`src/shared/gprr_defines.svh`:
```
// Offsets, field positions, reset values and counts of the role resolver
`ifndef GPRR_DEFINES_SVH
`define GPRR_DEFINES_SVH

// Register offsets (byte addresses, one word each)
`define GPRR_OFS_CTRL 8'h00
`define GPRR_OFS_STATUS 8'h04
`define GPRR_OFS_IRQ_STAT 8'h08
`define GPRR_OFS_IRQ_CLR 8'h0C
`define GPRR_OFS_IRQ_EN 8'h10
`define GPRR_OFS_ABILITY 8'h14

// Control register bits
`define GPRR_CTRL_START 0
`define GPRR_CTRL_MAN_EN 1
`define GPRR_CTRL_MAN_MST 2
`define GPRR_CTRL_MULTI 3
`define GPRR_CTRL_EEO 4

// Status register bits
`define GPRR_STAT_DONE 0
`define GPRR_STAT_MASTER 1
`define GPRR_STAT_FAULT 2
`define GPRR_STAT_LINK 3
`define GPRR_STAT_CNT_LSB 4

// Interrupt event bits
`define GPRR_EV_DONE 0
`define GPRR_EV_FAULT 1

// Seed and page layout
`define GPRR_SEED_W 11
`define GPRR_U1_MAN_EN 15
`define GPRR_U1_MAN_MST 14
`define GPRR_U1_MULTI 13
`define GPRR_IDX_UNP1 3'h2
`define GPRR_FNP_MSG 16'h2008
`define GPRR_FNP_EEO 16'h200A

// Counts and reset values
`define GPRR_MAX_SEEDS 3'h7
`define GPRR_PAGES_STD 3'h4
`define GPRR_PAGES_EEO 3'h6
`define GPRR_RST_ABIL 16'h0001
`define GPRR_LFSR_INIT 11'h5A5

`endif

```
`src/shared/gprr_pkg.sv`:
```
// Types shared by the role resolver modules
package gprr_pkg;

  // Resolver states, Gray coded along idle, exchange, resolve, done
  typedef enum logic [2:0] {
    GPRR_IDLE = 3'h0,
    GPRR_EXCH = 3'h1,
    GPRR_RESOLVE = 3'h3,
    GPRR_DONE = 3'h2,
    GPRR_FAULT = 3'h6
  } gprr_fsm_t;

  // Page sequencer states
  typedef enum logic [1:0] {
    GPRR_SQ_IDLE = 2'h0,
    GPRR_SQ_SEND = 2'h1,
    GPRR_SQ_WAIT = 2'h3
  } gprr_sq_t;

  // Outcome of one resolution pass
  typedef enum logic [1:0] {
    GPRR_RES_SLAVE = 2'h0,
    GPRR_RES_MASTER = 2'h1,
    GPRR_RES_FAULT = 2'h2,
    GPRR_RES_RETRY = 2'h3
  } gprr_res_t;

endpackage : gprr_pkg

```
`src/hw/gprr_top.sv`:
```
// Gigabit PHY master/slave role resolver with page exchange and registers
//
// What this block does
// - PHY negotiates and can end up either MASTER or SLAVE.
// - Exchange base, formatted and two unformatted pages back to back.
// - With energy option, add one formatted and one unformatted page.
// - Role comes from own manual, multiport and seed settings combined with the partner's.
// - Successful resolution raises the resolution-complete indication.
// - A resolution fault also raises resolution-complete.
// - A counter tracks how many seeds have been tried.
// - Seed counter is zero at start-up.
// - Seed counter steps by one whenever a new seed is sent.
// - On successful completion the seed counter and fault bit go to zero.
// - Higher seed becomes MASTER, lower seed becomes SLAVE.
// - Both ends forced to the same role is a fault.
// - A fault sets the fault status bit to one.
// - A fault forces the gigabit link state to FAIL.
`include "gprr_defines.svh"

module gprr_top (
  input wire logic clk,
  input wire logic rst_n,
  input wire logic [7:0] reg_addr,
  input wire logic [31:0] reg_wdata,
  input wire logic reg_we,
  input wire logic reg_re,
  output logic [31:0] reg_rdata,
  input wire logic pma_link_ok,
  output logic tx_page_valid,
  output logic [15:0] tx_page_data,
  input wire logic rx_page_valid,
  input wire logic [15:0] rx_page_data,
  output logic res_done,
  output logic role_master,
  output logic res_fault,
  output logic gigabit_link_state,
  output logic irq
);

  typedef struct packed {
    gprr_pkg::gprr_fsm_t fsm;
    logic man_en;
    logic man_mst;
    logic multi;
    logic energy_efficient_option;
    logic [15:0] ability;
    logic [1:0] irq_st;
    logic [1:0] irq_en;
    logic [`GPRR_SEED_W-1:0] seed;
    logic [2:0] cnt;
    logic [15:0] rem_u1;
    logic go;
    logic done;
    logic master;
    logic fault;
    logic link;
    logic irq;
    logic [31:0] rdata;
  } gprr_top_st_t;

  gprr_top_st_t st_q, st_d;
  logic [`GPRR_SEED_W-1:0] new_seed;
  logic [15:0] page_word;
  logic [2:0] seq_idx;
  logic seq_done;
  logic [1:0] ev;
  gprr_pkg::gprr_res_t res;

  // Page contents for the current index of the sequencer
  function automatic logic [15:0] gprr_page(
    input logic [2:0] i,
    input gprr_top_st_t s
  );
    logic [15:0] w;
    w = 16'h0000;
    case (i)
      3'h0: w = s.ability;
      3'h1: w = `GPRR_FNP_MSG;
      3'h2: begin
        w[`GPRR_SEED_W-1:0] = s.seed;
        w[`GPRR_U1_MAN_EN] = s.man_en;
        w[`GPRR_U1_MAN_MST] = s.man_mst;
        w[`GPRR_U1_MULTI] = s.multi;
      end
      3'h4: w = `GPRR_FNP_EEO;
      default: w = 16'h0000;
    endcase
    return w;
  endfunction : gprr_page

  // Combine local settings with the partner's unformatted page
  function automatic gprr_pkg::gprr_res_t gprr_resolve(
    input gprr_top_st_t s
  );
    logic rm;
    logic rmst;
    logic [`GPRR_SEED_W-1:0] rseed;
    gprr_pkg::gprr_res_t r;
    rm = s.rem_u1[`GPRR_U1_MAN_EN];
    rmst = s.rem_u1[`GPRR_U1_MAN_MST];
    rseed = s.rem_u1[`GPRR_SEED_W-1:0];
    r = gprr_pkg::GPRR_RES_RETRY;
    if (s.man_en && rm) begin
      if (s.man_mst == rmst) begin
        r = gprr_pkg::GPRR_RES_FAULT;
      end else begin
        r = s.man_mst ? gprr_pkg::GPRR_RES_MASTER : gprr_pkg::GPRR_RES_SLAVE;
      end
    end else if (s.man_en) begin
      r = s.man_mst ? gprr_pkg::GPRR_RES_MASTER : gprr_pkg::GPRR_RES_SLAVE;
    end else if (rm) begin
      r = rmst ? gprr_pkg::GPRR_RES_SLAVE : gprr_pkg::GPRR_RES_MASTER;
    end else if (s.multi != s.rem_u1[`GPRR_U1_MULTI]) begin
      // A multiport device prefers to source the clock
      r = s.multi ? gprr_pkg::GPRR_RES_MASTER : gprr_pkg::GPRR_RES_SLAVE;
    end else if (s.seed > rseed) begin
      r = gprr_pkg::GPRR_RES_MASTER;
    end else if (s.seed < rseed) begin
      r = gprr_pkg::GPRR_RES_SLAVE;
    end
    return r;
  endfunction : gprr_resolve

  gprr_seed_lfsr u_seed (
    .clk(clk),
    .rst_n(rst_n),
    .seed(new_seed)
  );

  gprr_page_seq u_seq (
    .clk(clk),
    .rst_n(rst_n),
    .go(st_q.go),
    .six_pages(st_q.energy_efficient_option),
    .page_word(page_word),
    .rx_valid(rx_page_valid),
    .tx_valid(tx_page_valid),
    .tx_data(tx_page_data),
    .idx(seq_idx),
    .done(seq_done)
  );

  assign page_word = gprr_page(seq_idx, st_q);
  assign res = gprr_resolve(st_q);

  // Resolver, register file and interrupt logic in one next-state copy
  always_comb begin
    st_d = st_q;
    st_d.go = 1'b0;
    ev = 2'b00;
    // Register writes; start only acts when no exchange is running
    if (reg_we) begin
      case (reg_addr)
        `GPRR_OFS_CTRL: begin
          st_d.man_en = reg_wdata[`GPRR_CTRL_MAN_EN];
          st_d.man_mst = reg_wdata[`GPRR_CTRL_MAN_MST];
          st_d.multi = reg_wdata[`GPRR_CTRL_MULTI];
          st_d.energy_efficient_option = reg_wdata[`GPRR_CTRL_EEO];
          if (reg_wdata[`GPRR_CTRL_START] &&
              st_q.fsm != gprr_pkg::GPRR_EXCH &&
              st_q.fsm != gprr_pkg::GPRR_RESOLVE) begin
            st_d.seed = new_seed;
            st_d.go = 1'b1;
            st_d.done = 1'b0;
            // Fresh start gets all seven attempts; a kept count would wrap
            st_d.cnt = 3'h0;
            st_d.fsm = gprr_pkg::GPRR_EXCH;
          end
        end
        `GPRR_OFS_ABILITY: st_d.ability = reg_wdata[15:0];
        `GPRR_OFS_IRQ_EN: st_d.irq_en = reg_wdata[1:0];
        `GPRR_OFS_IRQ_CLR: st_d.irq_st = st_q.irq_st & ~reg_wdata[1:0];
        default: st_d.irq_en = st_q.irq_en;
      endcase
    end
    // Each seed page that goes out counts as one attempt
    if (tx_page_valid && seq_idx == `GPRR_IDX_UNP1) begin
      st_d.cnt = 3'(st_q.cnt + 3'h1);
    end
    // Keep the partner's seed page for the role decision
    if (rx_page_valid && seq_idx == `GPRR_IDX_UNP1 &&
        st_q.fsm == gprr_pkg::GPRR_EXCH) begin
      st_d.rem_u1 = rx_page_data;
    end
    case (st_q.fsm)
      gprr_pkg::GPRR_EXCH: begin
        if (seq_done) begin
          st_d.fsm = gprr_pkg::GPRR_RESOLVE;
        end
      end
      gprr_pkg::GPRR_RESOLVE: begin
        if (res == gprr_pkg::GPRR_RES_MASTER ||
            res == gprr_pkg::GPRR_RES_SLAVE) begin
          st_d.master = (res == gprr_pkg::GPRR_RES_MASTER);
          st_d.done = 1'b1;
          st_d.fault = 1'b0;
          st_d.cnt = 3'h0;
          ev[`GPRR_EV_DONE] = 1'b1;
          st_d.fsm = gprr_pkg::GPRR_DONE;
        end else if (res == gprr_pkg::GPRR_RES_FAULT ||
                     st_q.cnt >= `GPRR_MAX_SEEDS) begin
          st_d.done = 1'b1;
          st_d.fault = 1'b1;
          st_d.master = 1'b0;
          ev = 2'b11;
          st_d.fsm = gprr_pkg::GPRR_FAULT;
        end else begin
          // Tie on seeds: draw again and rerun the whole page set
          st_d.seed = new_seed;
          st_d.go = 1'b1;
          st_d.fsm = gprr_pkg::GPRR_EXCH;
        end
      end
      gprr_pkg::GPRR_IDLE, gprr_pkg::GPRR_DONE, gprr_pkg::GPRR_FAULT: begin
        st_d.fsm = st_d.fsm;
      end
      default: st_d.fsm = gprr_pkg::GPRR_IDLE;
    endcase
    // Events set after the clear so a same-cycle event is never lost
    st_d.irq_st = st_d.irq_st | ev;
    st_d.irq = |(st_d.irq_st & st_d.irq_en);
    // A fault drags the gigabit link down in the same edge
    st_d.link = pma_link_ok && !st_d.fault;
    // Read data stands only in the cycle after the strobe
    st_d.rdata = 32'h0000_0000;
    if (reg_re) begin
      case (reg_addr)
        `GPRR_OFS_CTRL: begin
          st_d.rdata[`GPRR_CTRL_MAN_EN] = st_q.man_en;
          st_d.rdata[`GPRR_CTRL_MAN_MST] = st_q.man_mst;
          st_d.rdata[`GPRR_CTRL_MULTI] = st_q.multi;
          st_d.rdata[`GPRR_CTRL_EEO] = st_q.energy_efficient_option;
        end
        `GPRR_OFS_STATUS: begin
          st_d.rdata[`GPRR_STAT_DONE] = st_q.done;
          st_d.rdata[`GPRR_STAT_MASTER] = st_q.master;
          st_d.rdata[`GPRR_STAT_FAULT] = st_q.fault;
          st_d.rdata[`GPRR_STAT_LINK] = st_q.link;
          st_d.rdata[`GPRR_STAT_CNT_LSB +: 3] = st_q.cnt;
        end
        `GPRR_OFS_IRQ_STAT: st_d.rdata[1:0] = st_q.irq_st;
        `GPRR_OFS_IRQ_EN: st_d.rdata[1:0] = st_q.irq_en;
        `GPRR_OFS_ABILITY: st_d.rdata[15:0] = st_q.ability;
        default: st_d.rdata = 32'h0000_0000;
      endcase
    end
  end

  // Counter and fault bit start cleared
  always_ff @(posedge clk) begin
    if (!rst_n) begin
      st_q <= '0;
      st_q.fsm <= gprr_pkg::GPRR_IDLE;
      st_q.ability <= `GPRR_RST_ABIL;
    end else begin
      st_q <= st_d;
    end
  end

  assign reg_rdata = st_q.rdata;
  assign res_done = st_q.done;
  assign role_master = st_q.master;
  assign res_fault = st_q.fault;
  assign gigabit_link_state = st_q.link;
  assign irq = st_q.irq;
endmodule : gprr_top

```
`src/hw/gprr_seed_lfsr.sv`:
```
// Free-running seed source for role resolution
`include "gprr_defines.svh"

module gprr_seed_lfsr (
  input wire logic clk,
  input wire logic rst_n,
  output logic [`GPRR_SEED_W-1:0] seed
);

  typedef struct packed {
    logic [`GPRR_SEED_W-1:0] lfsr;
  } gprr_lfsr_st_t;

  gprr_lfsr_st_t st_q, st_d;

  // Galois step; runs every cycle so the seed depends on start time
  always_comb begin
    st_d = st_q;
    st_d.lfsr = {1'b0, st_q.lfsr[`GPRR_SEED_W-1:1]};
    if (st_q.lfsr[0]) begin
      st_d.lfsr = st_d.lfsr ^ 11'h500;
    end
  end

  always_ff @(posedge clk) begin
    if (!rst_n) begin
      st_q.lfsr <= `GPRR_LFSR_INIT;
    end else begin
      st_q <= st_d;
    end
  end

  assign seed = st_q.lfsr;
endmodule : gprr_seed_lfsr

```
`src/hw/gprr_page_seq.sv`:
```
// Sends the negotiation pages back to back, one per partner page
`include "gprr_defines.svh"

module gprr_page_seq (
  input wire logic clk,
  input wire logic rst_n,
  input wire logic go,
  input wire logic six_pages,
  input wire logic [15:0] page_word,
  input wire logic rx_valid,
  output logic tx_valid,
  output logic [15:0] tx_data,
  output logic [2:0] idx,
  output logic done
);

  typedef struct packed {
    gprr_pkg::gprr_sq_t fsm;
    logic [2:0] idx;
    logic [2:0] last;
    logic tx_valid;
    logic [15:0] tx_data;
    logic done;
  } gprr_seq_st_t;

  gprr_seq_st_t st_q, st_d;

  // One page out, wait for the partner's page, then the next two cycles after it
  always_comb begin
    st_d = st_q;
    st_d.tx_valid = 1'b0;
    st_d.done = 1'b0;
    case (st_q.fsm)
      gprr_pkg::GPRR_SQ_SEND: begin
        st_d.tx_valid = 1'b1;
        st_d.tx_data = page_word;
        st_d.fsm = gprr_pkg::GPRR_SQ_WAIT;
      end
      gprr_pkg::GPRR_SQ_WAIT: begin
        if (rx_valid) begin
          if (st_q.idx == st_q.last) begin
            st_d.done = 1'b1;
            st_d.fsm = gprr_pkg::GPRR_SQ_IDLE;
          end else begin
            st_d.idx = 3'(st_q.idx + 3'h1);
            st_d.fsm = gprr_pkg::GPRR_SQ_SEND;
          end
        end
      end
      default: begin
        st_d.fsm = gprr_pkg::GPRR_SQ_IDLE;
      end
    endcase
    // A new go restarts the sequence from the base page
    if (go) begin
      st_d.idx = 3'h0;
      st_d.last = six_pages ? 3'(`GPRR_PAGES_EEO - 3'h1) :
                              3'(`GPRR_PAGES_STD - 3'h1);
      st_d.fsm = gprr_pkg::GPRR_SQ_SEND;
    end
  end

  always_ff @(posedge clk) begin
    if (!rst_n) begin
      st_q <= '0;
    end else begin
      st_q <= st_d;
    end
  end

  assign tx_valid = st_q.tx_valid;
  assign tx_data = st_q.tx_data;
  assign idx = st_q.idx;
  assign done = st_q.done;
endmodule : gprr_page_seq

```
`config.mk`:
```
export PLATFORM = sky130hd
export DESIGN_NAME = gprr_top
export DESIGN_NICKNAME = d
export VERILOG_FILES = /design/src/shared/gprr_pkg.sv /design/src/hw/gprr_top.sv /design/src/hw/gprr_seed_lfsr.sv /design/src/hw/gprr_page_seq.sv
export VERILOG_INCLUDE_DIRS = /design/src /design/src/shared
export SDC_FILE = /design/constraint.sdc
export NUM_CORES = 1
export LEC_CHECK = 0
export BUFFER_PORTS_ARGS = -buffer_cell sky130_fd_sc_hd__buf_4
export CORE_MARGIN = 2
export CORE_UTILIZATION = 50
export DETAILED_ROUTE_END_ITERATION = 10
export PLACE_DENSITY = 0.77
export SYNTH_ARGS = -nofsm -noshare
export SYNTH_HDL_FRONTEND = slang
export SYNTH_SLANG_ARGS = --single-unit
```
`constraint.sdc`:
```
create_clock -name clk -period 2.13 [get_ports clk]
set_clock_uncertainty 0.1 [all_clocks]
set_input_delay 0.426 -clock clk [delete_from_list [all_inputs] [get_ports clk]]
set_output_delay 0.426 -clock clk [all_outputs]
set_load 0.01 [all_outputs]
```
# After elaboration in Yosys (flattened, before gate mapping)
# Index checks and enable logic that the tools add are counted.
# word_totals
out_inout_bits,54
regBits,132
# classes
n_eq_ne,23
n_lt_le_gt_ge,3
reduce_logical,26
n_bitwise,7
muxes,56
add_sub_neg,2
# ops
operator,count
$pmux 11 s4,1
$mux 14,3
$mux 41,1
$mux 11,3
$mux 3,11
$mux 2,15
$pmux 3 s3,3
$mux 17,1
$eq 8x4->1 const B,2
$eq 8x5->1 const B,2
$mux 16,1
$mux 7,2
$gt 11x11->1,1
$lt 11x11->1,1
$eq 3x2->1 const B,3
$mux 1,9
$reduce_and 3->1,3
$eq 8x3->1 const B,1
$logic_not 8->1,1
$pmux 2 s2,2
$reduce_and 2->1,4
$logic_and 1x1->1,7
$add 3x1->3 const B,2
$eq 3x1->1 const B,2
27 further kinds,36

# Longest topological paths before layout
# Gate-level depths: netlist (run 1).
# logic_depth
ltp_word,15
depth_mapped,9
mapped_depth_nobuf,8

# Hierarchy
# From an unflattened synthesis (run 1), not the netlist that was laid out.
# unflattened
cells_unflattened,622
area_unflattened_um2,5541.6
# modules_own_cells
module,n_inst,cells_each,area_per_inst_um2
gprr_top,1,455,3976.3
gprr_page_seq,1,133,1183.6
gprr_seed_lfsr,1,34,381.6

# Worst setup path after synthesis (run 1)
# No wires, ideal clock.
# synth_timing
path_type,reg-to-reg
startpoint,register st_q[46] in the netlist's numbering
endpoint,register st_q[58] in the netlist's numbering
arrival_time_ps,1885
stages_incl_launch_ff,10
required_time_ps,1957
n_path_buf,1
setup_slack_ps,72
cell_sequence,dfxtp_1 -> inv_1 -> ha_1 -> a211o_1 -> a21oi_1 -> and3_1 -> o21a_2 -> clkbuf_1 -> o21ai_1 -> o211ai_2
# synth_via
elab_chain_cells,12
# synth_lines
item,line_no,source
from (decl),gprr_top.sv:61,"gprr_top_st_t st_q, st_d;"
from (signal assigned),gprr_top.sv:256,st_q <= st_d;
$lt 11x11->1,gprr_top.sv:118,end else if (s.seed < rseed) begin
$mux 2,gprr_top.sv:118,
$mux 2 *,gprr_top.sv:116,end else if (s.seed > rseed) begin
$mux 2 *,gprr_top.sv:113,end else if (s.multi != s.rem_u1[`GPRR_U1_MULTI]) begin
$mux 2 *,gprr_top.sv:111,end else if (rm) begin
$mux 2 *,gprr_top.sv:109,end else if (s.man_en) begin
$mux 2 *,gprr_top.sv:103,if (s.man_en && rm) begin
$eq 2x2->1,gprr_top.sv:200,end else if (res == gprr_pkg::GPRR_RES_FAULT ||
$logic_or 1x1->1 (no source line),n/a,
$mux 11,gprr_top.sv:200,
$mux 11 *,gprr_top.sv:192,if (res == gprr_pkg::GPRR_RES_MASTER ||
$mux 14 *,gprr_top.sv:185,case (st_q.fsm)
# Mark *: on every way between the ends. The rest lies on a longest branch, timed or not.
# A chain may end at the register's enable or synchronous reset.

# Worst setup path in the final report (run 1)
# layout_timing
startpoint,register st_q[54] in the netlist's numbering
endpoint,register st_q[67] in the netlist's numbering
# layout_via
elab_chain_cells,5
# layout_lines
item,line_no
$ge 3x3->1 (no source line),n/a
$logic_or 1x1->1 (no source line),n/a
$mux 11,gprr_top.sv:200
$mux 11,gprr_top.sv:192
$mux 14,gprr_top.sv:185
# Every way passes these cells.

==> impl_metrics.env, run 1 <==
export IMPL_endpoint_kind="flop"
export IMPL_drt_iter0_drc=486
export IMPL_grt_ovfl_total=0
export IMPL_die_area_um2=11900
export IMPL_multi_input_area_um2=2910
export IMPL_grt_pass1_vias=4778
export IMPL_portBuffers=81
export IMPL_dr_pass1_iters=6
export IMPL_layout_drive_gt1_share_pct=31.1
export IMPL_slew_headroom_pct=60.7
export IMPL_crit_start="st_q[54]"
export IMPL_setup_total_negative_slack_ns=-0.450
export IMPL_viasPerCell=5.59
export IMPL_grt_pass1_wl_mm=23.0
export IMPL_num_vias=4983
export IMPL_io_pins=116
export IMPL_wl_per_cell_um=17.1
export IMPL_status="finished, violations left"
export IMPL_netlist_area_leader_share_pct=41.2
export IMPL_globalplace_congestion=0.882
export IMPL_seqCellArea_um2=2300
export IMPL_drv_cap=0
export IMPL_num_rows=38
export IMPL_muxShareOfSynthArea_pct=4.95
export IMPL_yosysWarningCount=0
export IMPL_synth_area_um2=5540
export IMPL_power_density_nw_per_um2=711
export IMPL_violations="negative setup slack"
export IMPL_reg2reg_depth=10
export IMPL_critical_path_class="flop to flop"
export IMPL_dp_final_hpwl_mm=10.2
export IMPL_synth_largest_area_cell="dfxtp_1"
export IMPL_cts_tree="yes"
export IMPL_dr_wl_met2_mm=7.37
export IMPL_synth_edf_count=0
export IMPL_drc_errors=0
export IMPL_grt_usage_pct=25.2
export IMPL_crit_path_start_kind="flop"
export IMPL_synthTopCellsByCount="dfxtp_1, nor2_1, nand2_1"
export IMPL_endpoint="st_q[67]"
export IMPL_placed_cells=856
export IMPL_worstReg2RegStart="st_q[54]"
export IMPL_cp_arrival_ns=2.50
export IMPL_syn_area_per_cell_um2=8.44
export IMPL_n_antenna_cell=0
export IMPL_fin_hold_ws_ns=0.0262
export IMPL_core_area_um2=10800
export IMPL_cts_root_buf="clkbuf_8"
export IMPL_routed_wl_mm=15.2
export IMPL_setup_viol=14
export IMPL_start_util_pct=51.1
export IMPL_synth_seq_cells=114
export IMPL_r2r_end="st_q[67]"
export IMPL_synth_simple_area_share_pct=22.1
export IMPL_rrSetupSlack_ns=-0.05
export IMPL_synth_compound_area_share_pct=15.6
export IMPL_ys_seq_area_share_pct=41.2
export IMPL_synthAdderAreaFrac_pct=4.07
export IMPL_fp_dieH_um=109
export IMPL_dr_wl_met3_mm=1.16
export IMPL_tightest_slew_ns=0.589
export IMPL_min_period_over_period_pct=102
export IMPL_critPathMaxFanout=10
export IMPL_postRouteAntennaNets=0
export IMPL_rsz0062_at_grt="yes"
export IMPL_clk_path_buf_depth=2
export IMPL_antenna_found_initial=0
export IMPL_syn_inst=656
export IMPL_worst_slack_ns=-0.0492
export IMPL_cp_data_required_time_ns=2.45
export IMPL_async_reset_ff_share_pct=0
export IMPL_pre_cts_ws_ns=-0.129
export IMPL_period_needed_ns=2.18
export IMPL_area_growth_pct=28.0
export IMPL_cts_made_buffers=17
export IMPL_ys_flop_type="dfxtp_1"
export IMPL_fillers=833
export IMPL_worstHoldPathType="primary input to flop"
export IMPL_grt_max_degree=41
export IMPL_leakage_nw=2.96
export IMPL_cts_sinks=114
export IMPL_synth_cell_types=62
export IMPL_synth_top_family_by_area="simple AND/OR/NAND/NOR gates"
export IMPL_insertion_delay_ns=0.54
export IMPL_max_freq_mhz=459
export IMPL_topRoutingLayerUsed="met4"
export IMPL_final_max_slew_viol_count=0
export IMPL_synth_xor_area_share_pct=1.11
export IMPL_ir_drop_uv=358
export IMPL_synth_most_common_cell="dfxtp_1"
export IMPL_ctsHtreeMaxLevel=4
export IMPL_finalHoldViolCount=0
export IMPL_nNetsFinal=819
export IMPL_dieWidth_um=109
export IMPL_clk_pin_slew_ns=0.07
export IMPL_final_cells=892
export IMPL_netlist_top_cells_area="dfxtp_1, buf_4, nor2_1"
export IMPL_wl_met1_mm=6.27
power by group:
group / switching, W / internal, W
registers: 0.0000102 / 0.00215
clock network: 0.00109 / 0.00159
logic: 0.000109 / 0.0000928
worst max-delay path: stages (launching register included):
cell and delay, ns:
dfxtp_1 0.32, ha_1 0.20, ha_2 0.20, a31oi_4 0.18, nand4_1 0.18, a21oi_2 0.24, nor2_1 0.09, buf_4 0.16
buf_12 0.14, o21ai_1 0.15, o211ai_2 0.09
cells in the final DEF, fill, tap and decap left out, types with 9 or more instances in the layout:
cell type / count
clkbuf_16: 16
a22oi_1: 16
and2_1: 16
conb_1: 16
a21oi_1: 55
nand2b_1: 10
nor2_1: 82
buf_4: 122
inv_1: 12
dfxtp_1: 101
mux2i_1: 24
nand2_1: 77
o211ai_2: 10
ha_4: 9
nor3_1: 19
nand3_1: 20
dfxtp_2: 13
state kept, by name (all words and copies together), names as in the netlist, 3 cells and up:
signal / count
st_q: 56
reg_rdata: 16
u_seq.tx_data: 16
u_seed.seed: 11
u_seq.st_q: 5
u_seq.idx: 3
how the worst min path moves through the flow:
stage,slack (ns),to,start,cells past startpoint
after floorplan,0.33,u_seed.seed[0],u_seed.seed[1],1
after global placement,0.35,st_q[85],st_q[85],2
after detailed placement,0.35,st_q[84],st_q[84],2
after CTS,0.01,st_q[53],rx_page_data[15],3
after global routing,0.03,st_q[53],rx_page_data[15],3
final,0.03,st_q[53],rx_page_data[15],3
layout make-up:
cell class	instances	share of cell area (%)
Multi-Input combinational cell	456	41.0
Clock buffer	18	6.04
Sequential cell	114	32.4
Tap cell	140	2.47
Clock inverter	14	1.82
Timing Repair Buffer	131	15.2
Inverter	19	1.01
cell families after synthesis:
family                   count (synthesis)
other                                    1
AO/OA/AOI/OAI                          132
flip-flops                             114
adder cells (fa/ha/maj)                 18
multiplexers                            26
AND/OR/NAND/NOR                        257
XOR/XNOR                                 7
buffers and inverters                  101
metrics by stage:
stage,power (W),utilization (%),instance area [um2]
floorplan,0.00231,-,5590
global placement,0.00239,57.8,6260
detailed placement,0.00240,57.8,6260
CTS,0.00504,63.8,6920
global route,0.00516,65.4,7090
finish,0.00504,65.4,7090
what timing repair did:
item / 4_1_cts / 5_1_grt
gates resized for setup: 16 / 37
buffers inserted: 0 / 4
gates cloned: 1 / 0
endpoints found under the hold margin: 1 / 0
hold buffers: 1 / 0
setup endpoints to repair: 23 / 34
pin swaps: 14 / 16
per-layer routing:
layer  up-vias  track usage, %
met2       227            41.4
met3        48            5.98
li1       2350               -
met5         -               0
met4         0            11.7
met1      2358            31.2
Power figures use the tool's default switching activity.
==> inputs of run 2 (changes only) <==
- PLACE_DENSITY: 0.77 -> 0.8
==> impl_metrics.env, run 2 (same netlist as run 1, synthesis figures left out) <==
export IMPL_status="finished, violations left"
export IMPL_violations="negative setup slack"
export IMPL_top_register="st_q"
export IMPL_area_growth_pct=28.4
export IMPL_rrSetupSlack_ns=-0.01
export IMPL_wl_per_cell_um=17.4
export IMPL_r2r_end="st_q[92]"
export IMPL_holdPathEnd="u_seq.st_q[25]"
export IMPL_io_pins=116
export IMPL_hold_path_depth=2
export IMPL_endpoint_kind="flop"
export IMPL_reg2reg_depth=9
export IMPL_mostFrequentLayoutCells="buf_4, dfxtp_1, nor2_1"
export IMPL_combPwrFrac_pct=3.9
export IMPL_drv_cap=0
export IMPL_seqCellArea_um2=2300
export IMPL_critical_path_class="flop to flop"
export IMPL_p_clk_share_pct=53.6
export IMPL_num_rows=38
export IMPL_layout_drive_gt1_share_pct=30.7
export IMPL_dpl_cell_area_um2=6250
export IMPL_final_max_slew_viol_count=0
export IMPL_clk_pin_slew_ns=0.06
export IMPL_seqPwrFrac_pct=42.4
export IMPL_dr_pass1_iters=6
export IMPL_fin_hold_ws_ns=0.0341
export IMPL_cts_tree="yes"
export IMPL_grt_ovfl_total=0
export IMPL_crit_path_start_kind="flop"
export IMPL_power_density_nw_per_um2=716
export IMPL_dieWidth_um=109
export IMPL_ctsHtreeMaxLevel=4
export IMPL_n_antenna_cell=0
export IMPL_period_needed_ns=2.14
export IMPL_rsz0062_at_grt="yes"
export IMPL_num_vias=5055
export IMPL_nNetsFinal=815
export IMPL_core_area_um2=10800
export IMPL_max_freq_mhz=467
export IMPL_p_sw_w=0.00110
export IMPL_drc_errors=0
export IMPL_grt_max_degree=40
export IMPL_tightest_slew_ns=0.647
export IMPL_worstReg2RegStart="st_q[57]"
export IMPL_antenna_found_initial=0
export IMPL_largest_reg_flops=56
export IMPL_viasPerCell=5.69
export IMPL_crit_start="st_q[57]"
export IMPL_routed_wl_mm=15.4
export IMPL_switching_share_pct=21.6
export IMPL_worstHoldPathType="primary input to flop"
export IMPL_final_cell_area_um2=7110
export IMPL_min_period_over_period_pct=100
export IMPL_grt_pass1_vias=4709
export IMPL_cts_root_buf="clkbuf_8"
export IMPL_p_int_w=0.00399
export IMPL_layout_commonest_cell="buf_4"
export IMPL_die_area_um2=11900
export IMPL_globalplace_congestion=0.855
export IMPL_dp_final_hpwl_mm=10.0
export IMPL_worst_slack_ns=-0.00988
export IMPL_cp_arrival_ns=2.47
export IMPL_cts_made_buffers=17
export IMPL_ir_drop_uv=472
export IMPL_fp_dieH_um=109
export IMPL_slew_headroom_pct=56.9
export IMPL_setup_viol=1
export IMPL_grt_usage_pct=24.6
export IMPL_multi_input_area_um2=2940
export IMPL_cts_sinks=114
export IMPL_utilization_pct=65.6
export IMPL_leakage_nw=2.96
export IMPL_fillers=794
export IMPL_cp_data_required_time_ns=2.46
export IMPL_grt_pass1_wl_mm=22.5
export IMPL_critPathMaxFanout=6
export IMPL_postRouteAntennaNets=0
export IMPL_finalHoldViolCount=0
export IMPL_insertion_delay_ns=0.52
export IMPL_clk_path_buf_depth=2
export IMPL_portBuffers=81
export IMPL_start_util_pct=51.1
export IMPL_cts_hold_buf=0
export IMPL_drt_iter0_drc=561
export IMPL_min_from="rx_page_valid"
[run 2: changes by cell type in the layout (fill, tap and decap cells not counted), moves of 2 or more]
cell / change
clkinvlp_4: -2
clkbuf_1: +3
buf_4: -3
inv_6: -5
dfxtp_2: -2
clkbuf_8: +2
dfxtp_1: +2
[run 2: critical path, stage by stage, from the launching register on]
cell and delay, ns:
dfxtp_1 0.37, inv_1 0.07, ha_1 0.18, nand3b_1 0.18, and2_4 0.17, and3_4 0.20
o21ai_4 0.29, nand2_4 0.12, buf_12 0.15, a311oi_2 0.21
[run 2: what timing repair did]
action	CTS	global route
pin swaps	8	17
cloned	1	0
endpoints found under the setup margin	37	22
resized for setup	20	37
setup buffers	1	1
[run 2: how the worst max path moves through the flow]
| stage | cells after the start | endpoint | slack, ns |
|---|---|---|---|
| after floorplan | 9 | st_q[58] | 0.07 |
| after global placement | 9 | irq | -0.05 |
| after detailed placement | 9 | irq | -0.14 |
| after CTS | 10 | st_q[92] | 0.001 |
| after global routing | 9 | st_q[92] | -0.07 |
| final | 9 | st_q[92] | -0.01 |
[run 2: power by group through the flow]
stage	Combinational (W)	Clock, W	Sequential [W]
floorplan	0.000107	0	0.00220
global placement	0.000186	0	0.00220
detailed placement	0.000190	0	0.00221
CTS	0.000196	0.00273	0.00216
global route	0.000215	0.00285	0.00216
finish	0.000200	0.00273	0.00216
[run 2: final cells by class]
type / count / area share, %
Multi-Input combinational cell: 456 / 41.4
Sequential cell: 114 / 32.3
Timing Repair Buffer: 127 / 14.8
Clock buffer: 23 / 6.56
Tap cell: 140 / 2.46
Clock inverter: 9 / 1.48
Inverter: 19 / 1.00
[run 2: layer usage]
metal,part of all wire [%],vias to the layer above,global-route usage [%]
met2,50,271,40.6
met1,40,2403,29.8
met3,7.3,44,5.86
met5,0,-,0
li1,-,2337,-
met4,2.7,0,12.4
[run 2: through the flow]
stage	setup TNS (ns)	std cells	total power, W	setup slack, ns
global route	-0.107	888	0.00522	-0.0681
finish	-0.00988	888	0.00509	-0.00988
detailed placement	-2.64	855	0.00240	-0.141
global placement	-0.606	855	0.00239	-0.0514
CTS	0	889	0.00508	0.00144
floorplan	0	671	0.00231	0.0716
